**config.mk**
```make
export PLATFORM = sky130hd
export DESIGN_NAME = iofe_top
export DESIGN_NICKNAME = d
export VERILOG_FILES = /design/src/iofe_pkg.sv /design/src/iofe_axis_if.sv /design/src/iofe_tick.sv /design/src/iofe_axis.sv /design/src/iofe_top.sv
export SDC_FILE = /design/constraint.sdc
export NUM_CORES = 2
export LEC_CHECK = 0
export ABC_AREA = 0
export BUFFER_PORTS_ARGS = -buffer_cell sky130_fd_sc_hd__buf_2
export CAP_MARGIN = 20
export CORE_MARGIN = 4
export CORE_UTILIZATION = 51
export DETAILED_ROUTE_END_ITERATION = 16
export PLACE_DENSITY = 0.68
export SLEW_MARGIN = 30
export SYNTH_ARGS = -nofsm -noshare
export SYNTH_HDL_FRONTEND = slang
export SYNTH_HIERARCHICAL = 1
export SYNTH_SLANG_ARGS = --single-unit
```
**constraint.sdc**
```tcl
create_clock -name aclk -period 16.7 [get_ports aclk]
set_input_delay 2.505 -clock aclk [delete_from_list [all_inputs] [get_ports aclk]]
set_output_delay 2.505 -clock aclk [all_outputs]
set_load 0.01 [all_outputs]
```
**src/iofe_pkg.sv**
```systemverilog
// package: constants, layouts and helpers of the inclinometer output field encoder
`default_nettype none
package iofe_pkg;
  // field widths
  localparam int AXIS_N = 3;
  localparam int FIELD_W = 24;
  localparam int TEMP_W = 16;
  localparam int BYTE_W = 8;
  localparam int SCNT_W = 8;
  localparam int LAT_W = 16;
  localparam int AVG_CNT_W = 16;
  // clock and sample timing
  localparam int CLK_MHZ = 250;
  localparam int US_PER_S = 1_000_000;
  localparam int SAMPLE_PERIOD_US = 500;
  localparam int SAMPLE_HZ = US_PER_S / SAMPLE_PERIOD_US;
  localparam int SAMPLE_CYC_DEF = SAMPLE_PERIOD_US * CLK_MHZ;
  localparam int LAT_UNIT_US = 1;
  localparam int LAT_UNIT_CYC = LAT_UNIT_US * CLK_MHZ;
  // acceleration lsb 2^-22 g, velocity lsb 2^-25 gs
  localparam int ACC_FRAC = 24;
  localparam int ACC_W = FIELD_W + ACC_FRAC;
  localparam int VEL_SHIFT = 3;
  localparam int VEL_GAIN_W = 18;
  localparam logic signed [VEL_GAIN_W-1:0] VEL_GAIN =
    VEL_GAIN_W'((2 ** (ACC_FRAC + VEL_SHIFT)) / SAMPLE_HZ);
  // register bus
  localparam int ADDR_W = 6;
  localparam int DATA_W = 32;
  localparam int STRB_W = DATA_W / BYTE_W;
  localparam int REG_STEP = 4;
  localparam logic [1:0] RESP_OKAY = 2'h0;
  localparam logic [1:0] RESP_SLVERR = 2'h2;
  localparam logic [1:0] RESP_DECERR = 2'h3;
  localparam logic [ADDR_W-1:0] REG_CTRL = 6'h00;
  localparam logic [ADDR_W-1:0] REG_TRIM0 = 6'h04;
  localparam logic [ADDR_W-1:0] REG_STAT = 6'h10;
  localparam logic [ADDR_W-1:0] REG_FIELD0 = 6'h14;
  localparam logic [ADDR_W-1:0] REG_TEMP0 = 6'h20;
  localparam logic [ADDR_W-1:0] REG_AUX = 6'h2c;
  // control and status layout
  localparam int CTRL_W = 3;
  localparam int CTRL_INTEG_BIT = 0;
  localparam int CTRL_AUX_BIT = 1;
  localparam int CTRL_CFG_BIT = 2;
  localparam logic [CTRL_W-1:0] CTRL_RESET = 3'h0;
  localparam int STAT_CNT_LSB = 0;
  localparam int STAT_BUSY_BIT = 8;
  localparam int STAT_LAT_LSB = 16;

  // apply byte enables of a write to an old register word
  function automatic logic [DATA_W-1:0] byte_merge(input logic [DATA_W-1:0] old_w,
                                                   input logic [DATA_W-1:0] new_w,
                                                   input logic [STRB_W-1:0] strb);
    logic [DATA_W-1:0] r;
    r = old_w;
    for (int b = 0; b < STRB_W; b++) begin
      if (strb[b]) begin
        r[b*BYTE_W +: BYTE_W] = new_w[b*BYTE_W +: BYTE_W];
      end
    end
    return r;
  endfunction

  // address a is word i of a per-axis group
  function automatic logic reg_hit(input logic [ADDR_W-1:0] a,
                                   input logic [ADDR_W-1:0] base,
                                   input int i);
    return a == base + ADDR_W'(i * REG_STEP);
  endfunction
endpackage
`default_nettype wire

```
**src/iofe_axis_if.sv**
```systemverilog
// interface: one axis channel between encoder top and its datapath
`default_nettype none
interface iofe_axis_if;
  import iofe_pkg::*;
  logic tick;
  logic tx;
  logic integ;
  logic [FIELD_W-1:0] comp;
  logic [FIELD_W-1:0] trim;
  logic done;
  logic [FIELD_W-1:0] field;
  modport chan (input tick, input tx, input integ, input comp, input trim,
                output done, output field);
  modport ctl (output tick, output tx, output integ, output comp, output trim,
               input done, input field);
endinterface
`default_nettype wire

```
**src/iofe_tick.sv**
```systemverilog
// module: internal sample tick, sample counter and latency timer
`default_nettype none
module iofe_tick #(
  parameter int SAMPLE_CYC = iofe_pkg::SAMPLE_CYC_DEF
) (
  input wire logic aclk,
  input wire logic aresetn,
  output logic tick,
  output logic [iofe_pkg::SCNT_W-1:0] count,
  output logic [iofe_pkg::LAT_W-1:0] lat_us
);
  import iofe_pkg::*;
  localparam int DIV_W = $clog2(SAMPLE_CYC);
  localparam int US_W = $clog2(LAT_UNIT_CYC);

  typedef struct packed {
    logic [DIV_W-1:0] div;
    logic [US_W-1:0] us;
    logic [LAT_W-1:0] lat;
    logic [SCNT_W-1:0] count;
    logic tick;
  } iofe_tick_state_t;

  iofe_tick_state_t s_reg, s_next;

  // one tick per sample period; latency counts whole microseconds since it
  always_comb begin
    s_next = s_reg;
    s_next.tick = 1'b0;
    if (s_reg.div == DIV_W'(SAMPLE_CYC - 1)) begin
      s_next.div = '0;
      s_next.tick = 1'b1;
      s_next.count = s_reg.count + 1'b1; // wraps 255 to 0 silently
      s_next.us = '0;
      s_next.lat = '0;
    end else begin
      s_next.div = s_reg.div + 1'b1;
      if (s_reg.us == US_W'(LAT_UNIT_CYC - 1)) begin
        s_next.us = '0;
        if (s_reg.lat != '1) begin
          s_next.lat = s_reg.lat + 1'b1; // saturates rather than wrapping
        end
      end else begin
        s_next.us = s_reg.us + 1'b1;
      end
    end
  end

  always_ff @(posedge aclk) begin
    if (!aresetn) begin
      s_reg <= '0;
    end else begin
      s_reg <= s_next;
    end
  end

  assign tick = s_reg.tick;
  assign count = s_reg.count;
  assign lat_us = s_reg.lat;
endmodule
`default_nettype wire

```
**src/iofe_axis.sv**
```systemverilog
// module: one inclinometer axis: trim add, averaging with divider, velocity integral
`default_nettype none
module iofe_axis #(
  parameter int CNT_W = iofe_pkg::AVG_CNT_W
) (
  input wire logic aclk,
  input wire logic aresetn,
  iofe_axis_if.chan ch
);
  import iofe_pkg::*;
  localparam int SUM_W = FIELD_W + CNT_W;
  localparam int STEP_W = $clog2(SUM_W + 1);
  localparam int PROD_W = FIELD_W + VEL_GAIN_W;

  typedef struct packed {
    logic signed [SUM_W-1:0] sum;
    logic [CNT_W-1:0] cnt;
    logic signed [ACC_W-1:0] acc;
    logic busy;
    logic neg;
    logic integ;
    logic hold;
    logic done;
    logic [SUM_W-1:0] num;
    logic [CNT_W:0] rem;
    logic [CNT_W-1:0] den;
    logic [STEP_W-1:0] step;
    logic [FIELD_W-1:0] ivel;
    logic [FIELD_W-1:0] field;
  } iofe_axis_state_t;

  iofe_axis_state_t s_reg, s_next;

  // value plus trim, clamped so an overflowing sum saturates instead of wrapping to the other sign
  function automatic logic signed [FIELD_W-1:0] sat_add(input logic [FIELD_W-1:0] a,
                                                        input logic [FIELD_W-1:0] b);
    logic signed [FIELD_W:0] t;
    t = signed'({a[FIELD_W-1], a}) + signed'({b[FIELD_W-1], b});
    if (t[FIELD_W] != t[FIELD_W-1]) begin
      return t[FIELD_W] ? {1'b1, {(FIELD_W-1){1'b0}}} : {1'b0, {(FIELD_W-1){1'b1}}};
    end
    return t[FIELD_W-1:0];
  endfunction

  // accumulate, integrate, divide the window sum a bit per cycle
  always_comb begin
    logic signed [FIELD_W-1:0] adj;
    logic signed [SUM_W-1:0] adj_ext;
    logic signed [PROD_W-1:0] prod;
    logic [CNT_W:0] rem_sh;
    logic [SUM_W-1:0] quo;
    adj = sat_add(ch.comp, ch.trim); // trim shares the g lsb of the sample
    adj_ext = SUM_W'(adj);
    prod = adj * VEL_GAIN;
    rem_sh = '0;
    quo = '0;
    s_next = s_reg;
    s_next.done = 1'b0;
    if (ch.tick) begin
      s_next.acc = s_reg.acc + ACC_W'(prod); // wraps modulo field width
    end
    if (ch.tx) begin
      s_next.integ = ch.integ;
      s_next.ivel = s_next.acc[ACC_W-1 -: FIELD_W]; // lsb 2^-25
      s_next.hold = (s_reg.cnt == '0);
      s_next.neg = s_reg.sum[SUM_W-1];
      s_next.num = s_reg.sum[SUM_W-1] ? SUM_W'(-s_reg.sum) : s_reg.sum;
      s_next.den = s_reg.cnt;
      s_next.rem = '0;
      s_next.step = '0;
      s_next.busy = 1'b1;
      // a sample on the same edge opens the next window
      s_next.sum = ch.tick ? adj_ext : '0;
      s_next.cnt = ch.tick ? CNT_W'(1) : '0;
    end else if (ch.tick && s_reg.cnt != '1) begin
      s_next.sum = s_reg.sum + adj_ext; // mean of samples since last send
      s_next.cnt = s_reg.cnt + 1'b1;
    end
    if (s_reg.busy) begin
      if (s_reg.step == STEP_W'(SUM_W)) begin
        s_next.busy = 1'b0;
        s_next.done = 1'b1;
        quo = s_reg.neg ? SUM_W'(-s_reg.num) : s_reg.num;
        if (s_reg.integ) begin
          s_next.field = s_reg.ivel;
        end else if (!s_reg.hold) begin
          s_next.field = quo[FIELD_W-1:0]; // mean of 24-bit values stays in range
        end
      end else begin
        rem_sh = {s_reg.rem[CNT_W-1:0], s_reg.num[SUM_W-1]};
        s_next.num = {s_reg.num[SUM_W-2:0], 1'b0};
        if (rem_sh >= {1'b0, s_reg.den}) begin
          s_next.rem = rem_sh - {1'b0, s_reg.den};
          s_next.num[0] = 1'b1;
        end else begin
          s_next.rem = rem_sh;
        end
        s_next.step = s_reg.step + 1'b1;
      end
    end
  end

  always_ff @(posedge aclk) begin
    if (!aresetn) begin
      s_reg <= '0;
    end else begin
      s_reg <= s_next;
    end
  end

  assign ch.done = s_reg.done;
  assign ch.field = s_reg.field;
endmodule
`default_nettype wire

```
**src/iofe_top.sv**
```systemverilog
// module: inclinometer output field encoder top with its register slave
`default_nettype none
// Functional notes
// average mode sends the mean of samples since the previous transmission
// integrated mode sends velocity integrated since power-on or reset
// integrated velocity spans minus to plus a quarter unit, velocity encoding
// integrated velocity wraps silently with no status flag
// temperature per axis is 16-bit two's complement, eight fractional bits
// auxiliary voltage is 24-bit two's complement, full scale 5 volts
// 8-bit sample counter steps once per internal sample and is sent
// sample counter rolls from 255 to 0 without error indication
// latency is unsigned 16-bit, one count per microsecond
// per-axis trim offset is added after compensation; the sum is sent
// trim offsets are held in g for inclinometer axes in every unit
// host changes trim offsets only while in a configuration mode
// velocity field is 24-bit two's complement, lsb two to minus 25
// acceleration field is 24-bit two's complement, lsb two to minus 22
// integral register updates each sample and wraps modulo field width
module iofe_top #(
  parameter int SAMPLE_CYC = iofe_pkg::SAMPLE_CYC_DEF,
  parameter int CNT_W = iofe_pkg::AVG_CNT_W
) (
  input wire logic aclk,
  input wire logic aresetn,
  input wire logic [iofe_pkg::ADDR_W-1:0] s_axi_awaddr,
  input wire logic s_axi_awvalid,
  output logic s_axi_awready,
  input wire logic [iofe_pkg::DATA_W-1:0] s_axi_wdata,
  input wire logic [iofe_pkg::STRB_W-1:0] s_axi_wstrb,
  input wire logic s_axi_wvalid,
  output logic s_axi_wready,
  output logic [1:0] s_axi_bresp,
  output logic s_axi_bvalid,
  input wire logic s_axi_bready,
  input wire logic [iofe_pkg::ADDR_W-1:0] s_axi_araddr,
  input wire logic s_axi_arvalid,
  output logic s_axi_arready,
  output logic [iofe_pkg::DATA_W-1:0] s_axi_rdata,
  output logic [1:0] s_axi_rresp,
  output logic s_axi_rvalid,
  input wire logic s_axi_rready,
  input wire logic [iofe_pkg::AXIS_N-1:0][iofe_pkg::FIELD_W-1:0] incl_comp,
  input wire logic [iofe_pkg::AXIS_N-1:0][iofe_pkg::TEMP_W-1:0] temp_in,
  input wire logic [iofe_pkg::FIELD_W-1:0] aux_in,
  input wire logic tx_req,
  output logic sample_tick,
  output logic busy,
  output logic field_valid,
  output logic [iofe_pkg::AXIS_N-1:0][iofe_pkg::FIELD_W-1:0] incl_field,
  output logic [iofe_pkg::AXIS_N-1:0][iofe_pkg::BYTE_W-1:0] temp_high_byte,
  output logic [iofe_pkg::AXIS_N-1:0][iofe_pkg::BYTE_W-1:0] temp_low_byte,
  output logic [iofe_pkg::FIELD_W-1:0] aux_field,
  output logic [iofe_pkg::SCNT_W-1:0] sample_count,
  output logic [iofe_pkg::BYTE_W-1:0] latency_high_byte,
  output logic [iofe_pkg::BYTE_W-1:0] latency_low_byte
);
  import iofe_pkg::*;

  typedef struct packed {
    logic [CTRL_W-1:0] ctrl;
    logic [AXIS_N-1:0][FIELD_W-1:0] trim;
    logic awready;
    logic wready;
    logic bvalid;
    logic arready;
    logic rvalid;
    logic [ADDR_W-1:0] awaddr;
    logic [DATA_W-1:0] wdata;
    logic [STRB_W-1:0] wstrb;
    logic [1:0] bresp;
    logic [DATA_W-1:0] rdata;
    logic [1:0] rresp;
    logic tick;
    logic busy;
    logic fvalid;
    logic [AXIS_N-1:0][FIELD_W-1:0] incl;
    logic [AXIS_N-1:0][TEMP_W-1:0] temp;
    logic [FIELD_W-1:0] aux;
    logic [SCNT_W-1:0] count;
    logic [LAT_W-1:0] lat;
  } iofe_top_state_t;

  iofe_top_state_t s_reg, s_next;

  logic tick_w;
  logic [SCNT_W-1:0] count_w;
  logic [LAT_W-1:0] lat_w;
  logic tx_go;
  logic [AXIS_N-1:0] done_w;
  logic [AXIS_N-1:0][FIELD_W-1:0] field_w;

  // sample timebase, counter and latency timer
  iofe_tick #(
    .SAMPLE_CYC(SAMPLE_CYC)
  ) u_tick (
    .aclk(aclk),
    .aresetn(aresetn),
    .tick(tick_w),
    .count(count_w),
    .lat_us(lat_w)
  );

  // a request is taken only when the previous one has finished
  assign tx_go = tx_req && !s_reg.busy;

  // one datapath per inclinometer axis
  for (genvar g = 0; g < AXIS_N; g++) begin : g_axis
    iofe_axis_if ch ();
    assign ch.tick = tick_w;
    assign ch.tx = tx_go;
    assign ch.integ = s_reg.ctrl[CTRL_INTEG_BIT];
    assign ch.comp = incl_comp[g];
    assign ch.trim = s_reg.trim[g];
    assign done_w[g] = ch.done;
    assign field_w[g] = ch.field;
    iofe_axis #(
      .CNT_W(CNT_W)
    ) u_axis (
      .aclk(aclk),
      .aresetn(aresetn),
      .ch(ch)
    );
  end

  // register slave, side-field capture, result hand-out
  always_comb begin
    s_next = s_reg;
    s_next.fvalid = 1'b0;
    s_next.tick = tick_w;
    // write address and data taken in either order
    if (s_axi_awvalid && s_reg.awready) begin
      s_next.awready = 1'b0;
      s_next.awaddr = s_axi_awaddr;
    end
    if (s_axi_wvalid && s_reg.wready) begin
      s_next.wready = 1'b0;
      s_next.wdata = s_axi_wdata;
      s_next.wstrb = s_axi_wstrb;
    end
    if (s_reg.bvalid && s_axi_bready) begin
      s_next.bvalid = 1'b0;
    end
    // both halves held, no answer pending: do the write
    if (!s_reg.awready && !s_reg.wready && !s_reg.bvalid) begin
      s_next.awready = 1'b1;
      s_next.wready = 1'b1;
      s_next.bvalid = 1'b1;
      s_next.bresp = RESP_DECERR;
      if (s_reg.awaddr == REG_CTRL) begin
        s_next.bresp = RESP_OKAY;
        s_next.ctrl = CTRL_W'(byte_merge(DATA_W'(s_reg.ctrl), s_reg.wdata, s_reg.wstrb));
      end else if (s_reg.awaddr == REG_STAT || s_reg.awaddr == REG_AUX) begin
        s_next.bresp = RESP_SLVERR;
      end
      for (int i = 0; i < AXIS_N; i++) begin
        if (reg_hit(s_reg.awaddr, REG_FIELD0, i) || reg_hit(s_reg.awaddr, REG_TEMP0, i)) begin
          s_next.bresp = RESP_SLVERR;
        end
        if (reg_hit(s_reg.awaddr, REG_TRIM0, i)) begin
          // trims locked while streaming keep sends consistent
          if (s_reg.ctrl[CTRL_CFG_BIT]) begin
            s_next.bresp = RESP_OKAY;
            s_next.trim[i] = FIELD_W'(byte_merge(DATA_W'(s_reg.trim[i]), s_reg.wdata,
                                                 s_reg.wstrb));
          end else begin
            s_next.bresp = RESP_SLVERR;
          end
        end
      end
    end
    // read: one outstanding, answered the edge after the address
    if (s_reg.rvalid && s_axi_rready) begin
      s_next.rvalid = 1'b0;
      s_next.arready = 1'b1;
    end
    if (s_axi_arvalid && s_reg.arready) begin
      s_next.arready = 1'b0;
      s_next.rvalid = 1'b1;
      s_next.rresp = RESP_OKAY;
      s_next.rdata = '0;
      if (s_axi_araddr == REG_CTRL) begin
        s_next.rdata = DATA_W'(s_reg.ctrl);
      end else if (s_axi_araddr == REG_STAT) begin
        s_next.rdata[STAT_CNT_LSB +: SCNT_W] = count_w;
        s_next.rdata[STAT_BUSY_BIT] = s_reg.busy;
        s_next.rdata[STAT_LAT_LSB +: LAT_W] = lat_w;
      end else if (s_axi_araddr == REG_AUX) begin
        s_next.rdata = DATA_W'(s_reg.aux);
      end else begin
        s_next.rresp = RESP_DECERR;
      end
      for (int i = 0; i < AXIS_N; i++) begin
        if (reg_hit(s_axi_araddr, REG_TRIM0, i)) begin
          s_next.rresp = RESP_OKAY;
          s_next.rdata = DATA_W'(s_reg.trim[i]);
        end
        if (reg_hit(s_axi_araddr, REG_FIELD0, i)) begin
          s_next.rresp = RESP_OKAY;
          s_next.rdata = DATA_W'(s_reg.incl[i]);
        end
        if (reg_hit(s_axi_araddr, REG_TEMP0, i)) begin
          s_next.rresp = RESP_OKAY;
          s_next.rdata = DATA_W'(s_reg.temp[i]);
        end
      end
    end
    // side fields frozen at request match the sample counted
    if (tx_go) begin
      s_next.busy = 1'b1;
      s_next.count = count_w;
      s_next.lat = lat_w;
      s_next.temp = temp_in;
      s_next.aux = s_reg.ctrl[CTRL_AUX_BIT] ? aux_in : '0;
    end
    // axes finish together; axis 0 stands for all
    if (s_reg.busy && done_w[0]) begin
      s_next.busy = 1'b0;
      s_next.fvalid = 1'b1;
      s_next.incl = field_w;
    end
  end

  always_ff @(posedge aclk) begin
    if (!aresetn) begin
      s_reg <= '0;
      s_reg.ctrl <= CTRL_RESET;
      s_reg.awready <= 1'b1;
      s_reg.wready <= 1'b1;
      s_reg.arready <= 1'b1;
    end else begin
      s_reg <= s_next;
    end
  end

  // outputs straight from state, most significant byte first
  assign s_axi_awready = s_reg.awready;
  assign s_axi_wready = s_reg.wready;
  assign s_axi_bresp = s_reg.bresp;
  assign s_axi_bvalid = s_reg.bvalid;
  assign s_axi_arready = s_reg.arready;
  assign s_axi_rdata = s_reg.rdata;
  assign s_axi_rresp = s_reg.rresp;
  assign s_axi_rvalid = s_reg.rvalid;
  assign sample_tick = s_reg.tick;
  assign busy = s_reg.busy;
  assign field_valid = s_reg.fvalid;
  assign incl_field = s_reg.incl;
  assign aux_field = s_reg.aux;
  assign sample_count = s_reg.count;
  assign latency_high_byte = s_reg.lat[LAT_W-1 -: BYTE_W];
  assign latency_low_byte = s_reg.lat[BYTE_W-1:0];
  for (genvar t = 0; t < AXIS_N; t++) begin : g_temp
    assign temp_high_byte[t] = s_reg.temp[t][TEMP_W-1 -: BYTE_W];
    assign temp_low_byte[t] = s_reg.temp[t][BYTE_W-1:0];
  end
endmodule
`default_nettype wire

```
# Word-level counts from Yosys, hierarchy flattened

Index checks and enable logic that the tools add are counted.

Bitwise operators: 1
Multipliers: 3
Muxes and demuxes: 101
Equality and inequality tests: 37
Reduce and logical (&&, ||, !) cells: 49
Magnitude comparators: 3
Add/sub/neg operators: 28

Operators with widths:

| operator                 | number |
|---|---|
| $mux W24                 | 20 |
| $mux W57                 | 6 |
| $mux W56                 | 6 |
| $mux W103                | 3 |
| $mux W34                 | 9 |
| $mux W40                 | 6 |
| $add A48 B42 Y48         | 3 |
| $mux W48                 | 3 |
| $add A40 B24 Y40         | 3 |
| $mul A24 B16 Y40 const B | 3 |
| $neg A40 Y40             | 3 |
| $add A24 B24 Y25         | 3 |
| $mux W73                 | 1 |
| $neg A24 Y24             | 3 |
| $eq A6 B6 Y1 const B     | 11 |
| $add A16 B1 Y16 const B  | 4 |
| $ne A16 B16 Y1 const B   | 4 |
| $ge A17 B16 Y1           | 3 |
| $mux W17                 | 3 |
| $sub A17 B16 Y17         | 3 |
| $eq A6 B5 Y1 const B     | 8 |
| $logic_not A16 Y1        | 3 |
| $mux W6                  | 6 |
| $reduce_and A4 Y1        | 9 |
| other kinds (26)         | 96 |

Input bits: 200
Logic and storage cells: 301
Bits in registers: 1074
Output and inout port bits: 212

# Depth between registers and ports, before layout

Depth after elaboration: 13
Depth in mapped cells: 52
Gate-level depth less buffers: 51

# Cells and area by module

The synthesis kept the hierarchy.

By module, submodules not included:

| module                        | cells an instance | seq. area each (um^2) | times used | area each (um^2) |
|---|---|---|---|---|
| iofe_axis at g_axis[2].u_axis | 2867              | 4664.5                | 1          | 22856.9 |
| iofe_axis at g_axis[0].u_axis | 2848              | 4664.5                | 1          | 22763.1 |
| iofe_axis at g_axis[1].u_axis | 2792              | 4664.5                | 1          | 22355.2 |
| iofe_top                      | 1781              | 6386.1                | 1          | 15016.9 |
| iofe_tick                     | 303               | 1001.0                | 1          | 2568.7 |

# Least setup slack after synthesis

OpenSTA, ideal clock, no wires.

Kind: input port to flip-flop
From: input port incl_comp[0] in the netlist's numbering
To: register g_axis[0].u_axis/s_reg[45] in the netlist's numbering
Data arrival time: 13940 ps
Path buffers: 1
Stages: 42
Slack: 2645 ps
Cell sequence: ha_1 -> inv_1 -> fa_1 -> nor2b_1 -> o21ai_0 -> a21oi_1 -> o21ai_0 -> a21oi_1 -> a31oi_1 -> o21ai_1 -> and2_1 -> o21ai_0 -> ha_1 -> and3_1 -> a32oi_1 -> clkbuf_1 -> o21ai_0 -> ha_1 -> (+6 left out) -> inv_1 -> ha_1 -> and3_1 -> a221o_1 -> a21oi_1 -> a311oi_1 -> o311ai_0 -> o21a_1 -> o311ai_0 -> ha_1 -> and2_1 -> and4_1 -> a221o_1 -> a21oi_1 -> o21bai_1 -> a211oi_1 -> mux2i_1 -> o21a_1

Longest elaborated chain between the ends: 7
Elaborated cells on any way between the ends: 9
Those cells by class: add/sub (2); mul (1); eq/ne (1); mux (5)

Ends and longest elaborated chain:

| element                                         | line                             | source |
|---|---|---|
| from (decl)                                     | iofe_top.sv:42                   | `input wire logic [iofe_pkg::AXIS_N-1:0][iofe_pkg::FIELD_W-1:0] incl_comp,` |
| $add A24 B24 Y25 (*)                            | iofe_axis.sv:38                  | `t = signed'({a[FIELD_W-1], a}) + signed'({b[FIELD_W-1], b});` |
| $mux W24 / $ne A1 B1 Y1 (equally long branches) | iofe_axis.sv:40, iofe_axis.sv:39 |  |
| $mux W24 / $mux W1 (equally long branches)      | iofe_axis.sv:39                  | `if (t[FIELD_W] != t[FIELD_W-1]) begin` |
| $mux W24 (*)                                    | iofe_axis.sv:42                  | `return t[FIELD_W-1:0];` |
| $mul A24 B16 Y40 (*)                            | iofe_axis.sv:54                  | `prod = adj * VEL_GAIN;` |
| $add A48 B42 Y48 (*)                            | iofe_axis.sv:60                  | `s_next.acc = s_reg.acc + ACC_W'(prod);` |
| $mux W48 (*)                                    | iofe_axis.sv:59                  | `if (ch.tick) begin` |
| to (signal assigned)                            | iofe_axis.sv:107                 | `s_reg <= s_next;` |
| to (decl)                                       | iofe_axis.sv:32                  | `iofe_axis_state_t s_reg, s_next;` |

Mark *: on every way between the ends. The rest lies on a longest branch, timed or not. The select of a mux whose other input is x is not followed.
A chain may end at the register's enable or synchronous reset.

# Final worst setup path

From: input port incl_comp[0] in the netlist's numbering
To: register g_axis[0].u_axis/s_reg[178] in the netlist's numbering

The elaborated chain is that of the path after synthesis.

==> metrics <==
routing usage on met1=0.397; peak supply drop=0.000311 V; first-pass GRT wire length=437,000 um; Worst Setup End Kind=register; fillers=15,419; Pleak=40.7 nW; Final TNS setup=0 ns; worst r2r path cells=43; CTS Buf Count=130; Slew Viols, Final=0; largest net degree at the start of global routing=159; full die area=174,000 sq um; Tot Pwr=0.0179 W; Remaining Overflow, GRT=0; I/O Buffers=402; DRC viols=0; GPL Wtd Cong=1.00; Critical Path RT=17.41 ns; H-tree depth=4; Hold Crit Class=reg -> reg; DR vias=77,355; maximum root-to-sink buffer count=3; top achievable clock speed=70.0 MHz; actual slew at the worst max-slew pin=1.05 ns; Layout area overhead=7.46%; status=finished clean; vias per cell=6.05; proportion of layout cells with a drive suffix above 1=0.0867; Setup CP Type=in -> reg; Worst Hold End=incl_field[71]$_SDFFE_PN0P_; PD cells=194 nW/um^2; met3 Use GR=0.0608; Post-CTS Hold Buffers=0; Worst path max stage delay=0.61 ns; dpl cells=12,526; Die Wd=417 um; r2r endpoint=g_axis[1].u_axis/s_reg[46]$_SDFFE_PN0P_; number of flip-flops in the largest register=624; Tmin final=14.28 ns; Setup Fix Bufs, Post-CTS=0; WHS Path Cells=1; busiest layer in global routing=met2; initial antenna violation count=23; Synthesized Nets=11,911; Worst-path clk slew=0.06 ns; CTS tree=yes; DRT iter0 DRCs=6,859; Initial Util=0.512; Layout Utilization=0.551; Worst slew margin=0.290; Hold Vio Cnt, Final=0; R2R Setup Slk=3.67 ns; Std-Cell Core Area=167,000 sq um; vias in the first global route=73,074; Site Rows=150; WP data arrival=15.00 ns; worst hold start=g_axis[2].u_axis/ch.field[23]$_SDFFE_PN0P_; routed wire length per instance=22.7 um; Layout Nets=11,780; cell area after synthesis=85,500 sq um; clk root buf=clkbuf_16; cts repair resizes=0; worst hold-check slack=0.448 ns; final wirelength=290,000 um; Worst path slowest cell=ha_1; Non-Filler Instances=12,780; Cells after Synth=10,587; Setup Skew=0.0514 ns; final worst path period share=0.855; grt met2 use=0.504; Routed Antenna Nets=0; clk_lat worst skew=0.82 ns; I/O pin count=412; Syn Area/Cell=8.08 sq um; Worst setup SP type=input pin; overall routing resource usage=0.320; crit-path max FO=25; Detail Placement HPWL=224,000 um; clock sink count=1,066; TritonRoute pass-1 iters=9; Worst R2R Start=g_axis[1].ch.trim[0]$_SDFFE_PN0P_; Top cell by count, worst path=ha_1; yosys warns=6; # setup viols final=0; Die Y=417 um; RSZ-0062 raised after global routing=false; max-cap viol count=0
cell usage in the layout, fill, tap and decap left out, types with 76 or more instances in the layout:
cell type     n
xnor2_1     301
or3_1        88
buf_2       401
a21boi_0    212
nor2b_1     100
dfxtp_1    1064
o21ai_0     655
inv_1       646
clkbuf_16   130
nor3_1      115
fa_1        207
xor2_1      352
nand4_1     102
nand2_1     837
ha_1        917
mux2i_1     232
a22o_1       76
buf_4       133
o31ai_1      93
a21oi_1     863
nand3_1     230
o21a_1       82
nor2_1     1064
a21o_1      278
a211oi_1    168
metal layers:
| layer | share of wire | routed length [um] | vias up |
|---|---|---|---|
| met5 | 0.000062 | 18 | - |
| met3 | 0.072 | 21000 | 706 |
| met2 | 0.44 | 127000 | 2792 |
| met1 | 0.41 | 119000 | 36799 |
| met4 | 0.080 | 23100 | 2 |
| li1 | - | - | 37056 |
layout make-up:
cell class	count	area, sq um	share of cell area
multi-input cells	8064	57600	0.627
flip-flops and latches	1066	21300	0.232
diodes	17	42.5	0.000463
inverters	653	2470	0.0269
clock buffers	181	3700	0.0403
well taps	2204	2760	0.0300
repair buffers	541	3110	0.0339
clock inverters	54	841	0.00915
report_power, final:
part           switching (W)  total (W)  internal [W]
logic                0.00736     0.0121       0.00472
registers           0.000139    0.00279       0.00265
clock network        0.00125    0.00300       0.00175
total                0.00875     0.0179       0.00912
worst max path at each step:
| stage | endpoint | depth (start not counted) | startpoint | slack, ns |
|---|---|---|---|---|
| after floorplan | g_axis[0].u_axis/s_reg[45]$_SDFFE_PN0P_ | 42 | incl_comp[0] | 2.65 |
| after global placement | g_axis[1].u_axis/s_reg[46]$_SDFFE_PN0P_ | 44 | incl_comp[24] | 2.06 |
| after detailed placement | g_axis[1].u_axis/s_reg[46]$_SDFFE_PN0P_ | 44 | incl_comp[24] | 1.96 |
| after CTS | g_axis[0].u_axis/s_reg[178]$_SDFF_PN0_ | 52 | incl_comp[0] | 2.76 |
| after global routing | g_axis[0].u_axis/s_reg[178]$_SDFF_PN0_ | 51 | incl_comp[0] | 1.62 |
| final | g_axis[0].u_axis/s_reg[178]$_SDFF_PN0_ | 52 | incl_comp[0] | 2.42 |
worst max-delay path: cells and delay by family:
family                   cells  cell delay, ns
AO/OA/AOI/OAI               23            5.03
AND/OR/NAND/NOR              9            1.89
adder cells (fa/ha/maj)     11            4.47
XOR/XNOR                     1            0.17
buffers and inverters        8            0.90
through the flow:
step / setup WS [ns] / instance area [sq um]
finish: 2.42 / 91900
global route: 1.62 / 91900
CTS: 2.76 / 91800
detailed placement: 1.96 / 87200
global placement: 2.06 / 87200
floorplan: 2.65 / 85500
Note: power is estimated with default switching activity, not from simulation.
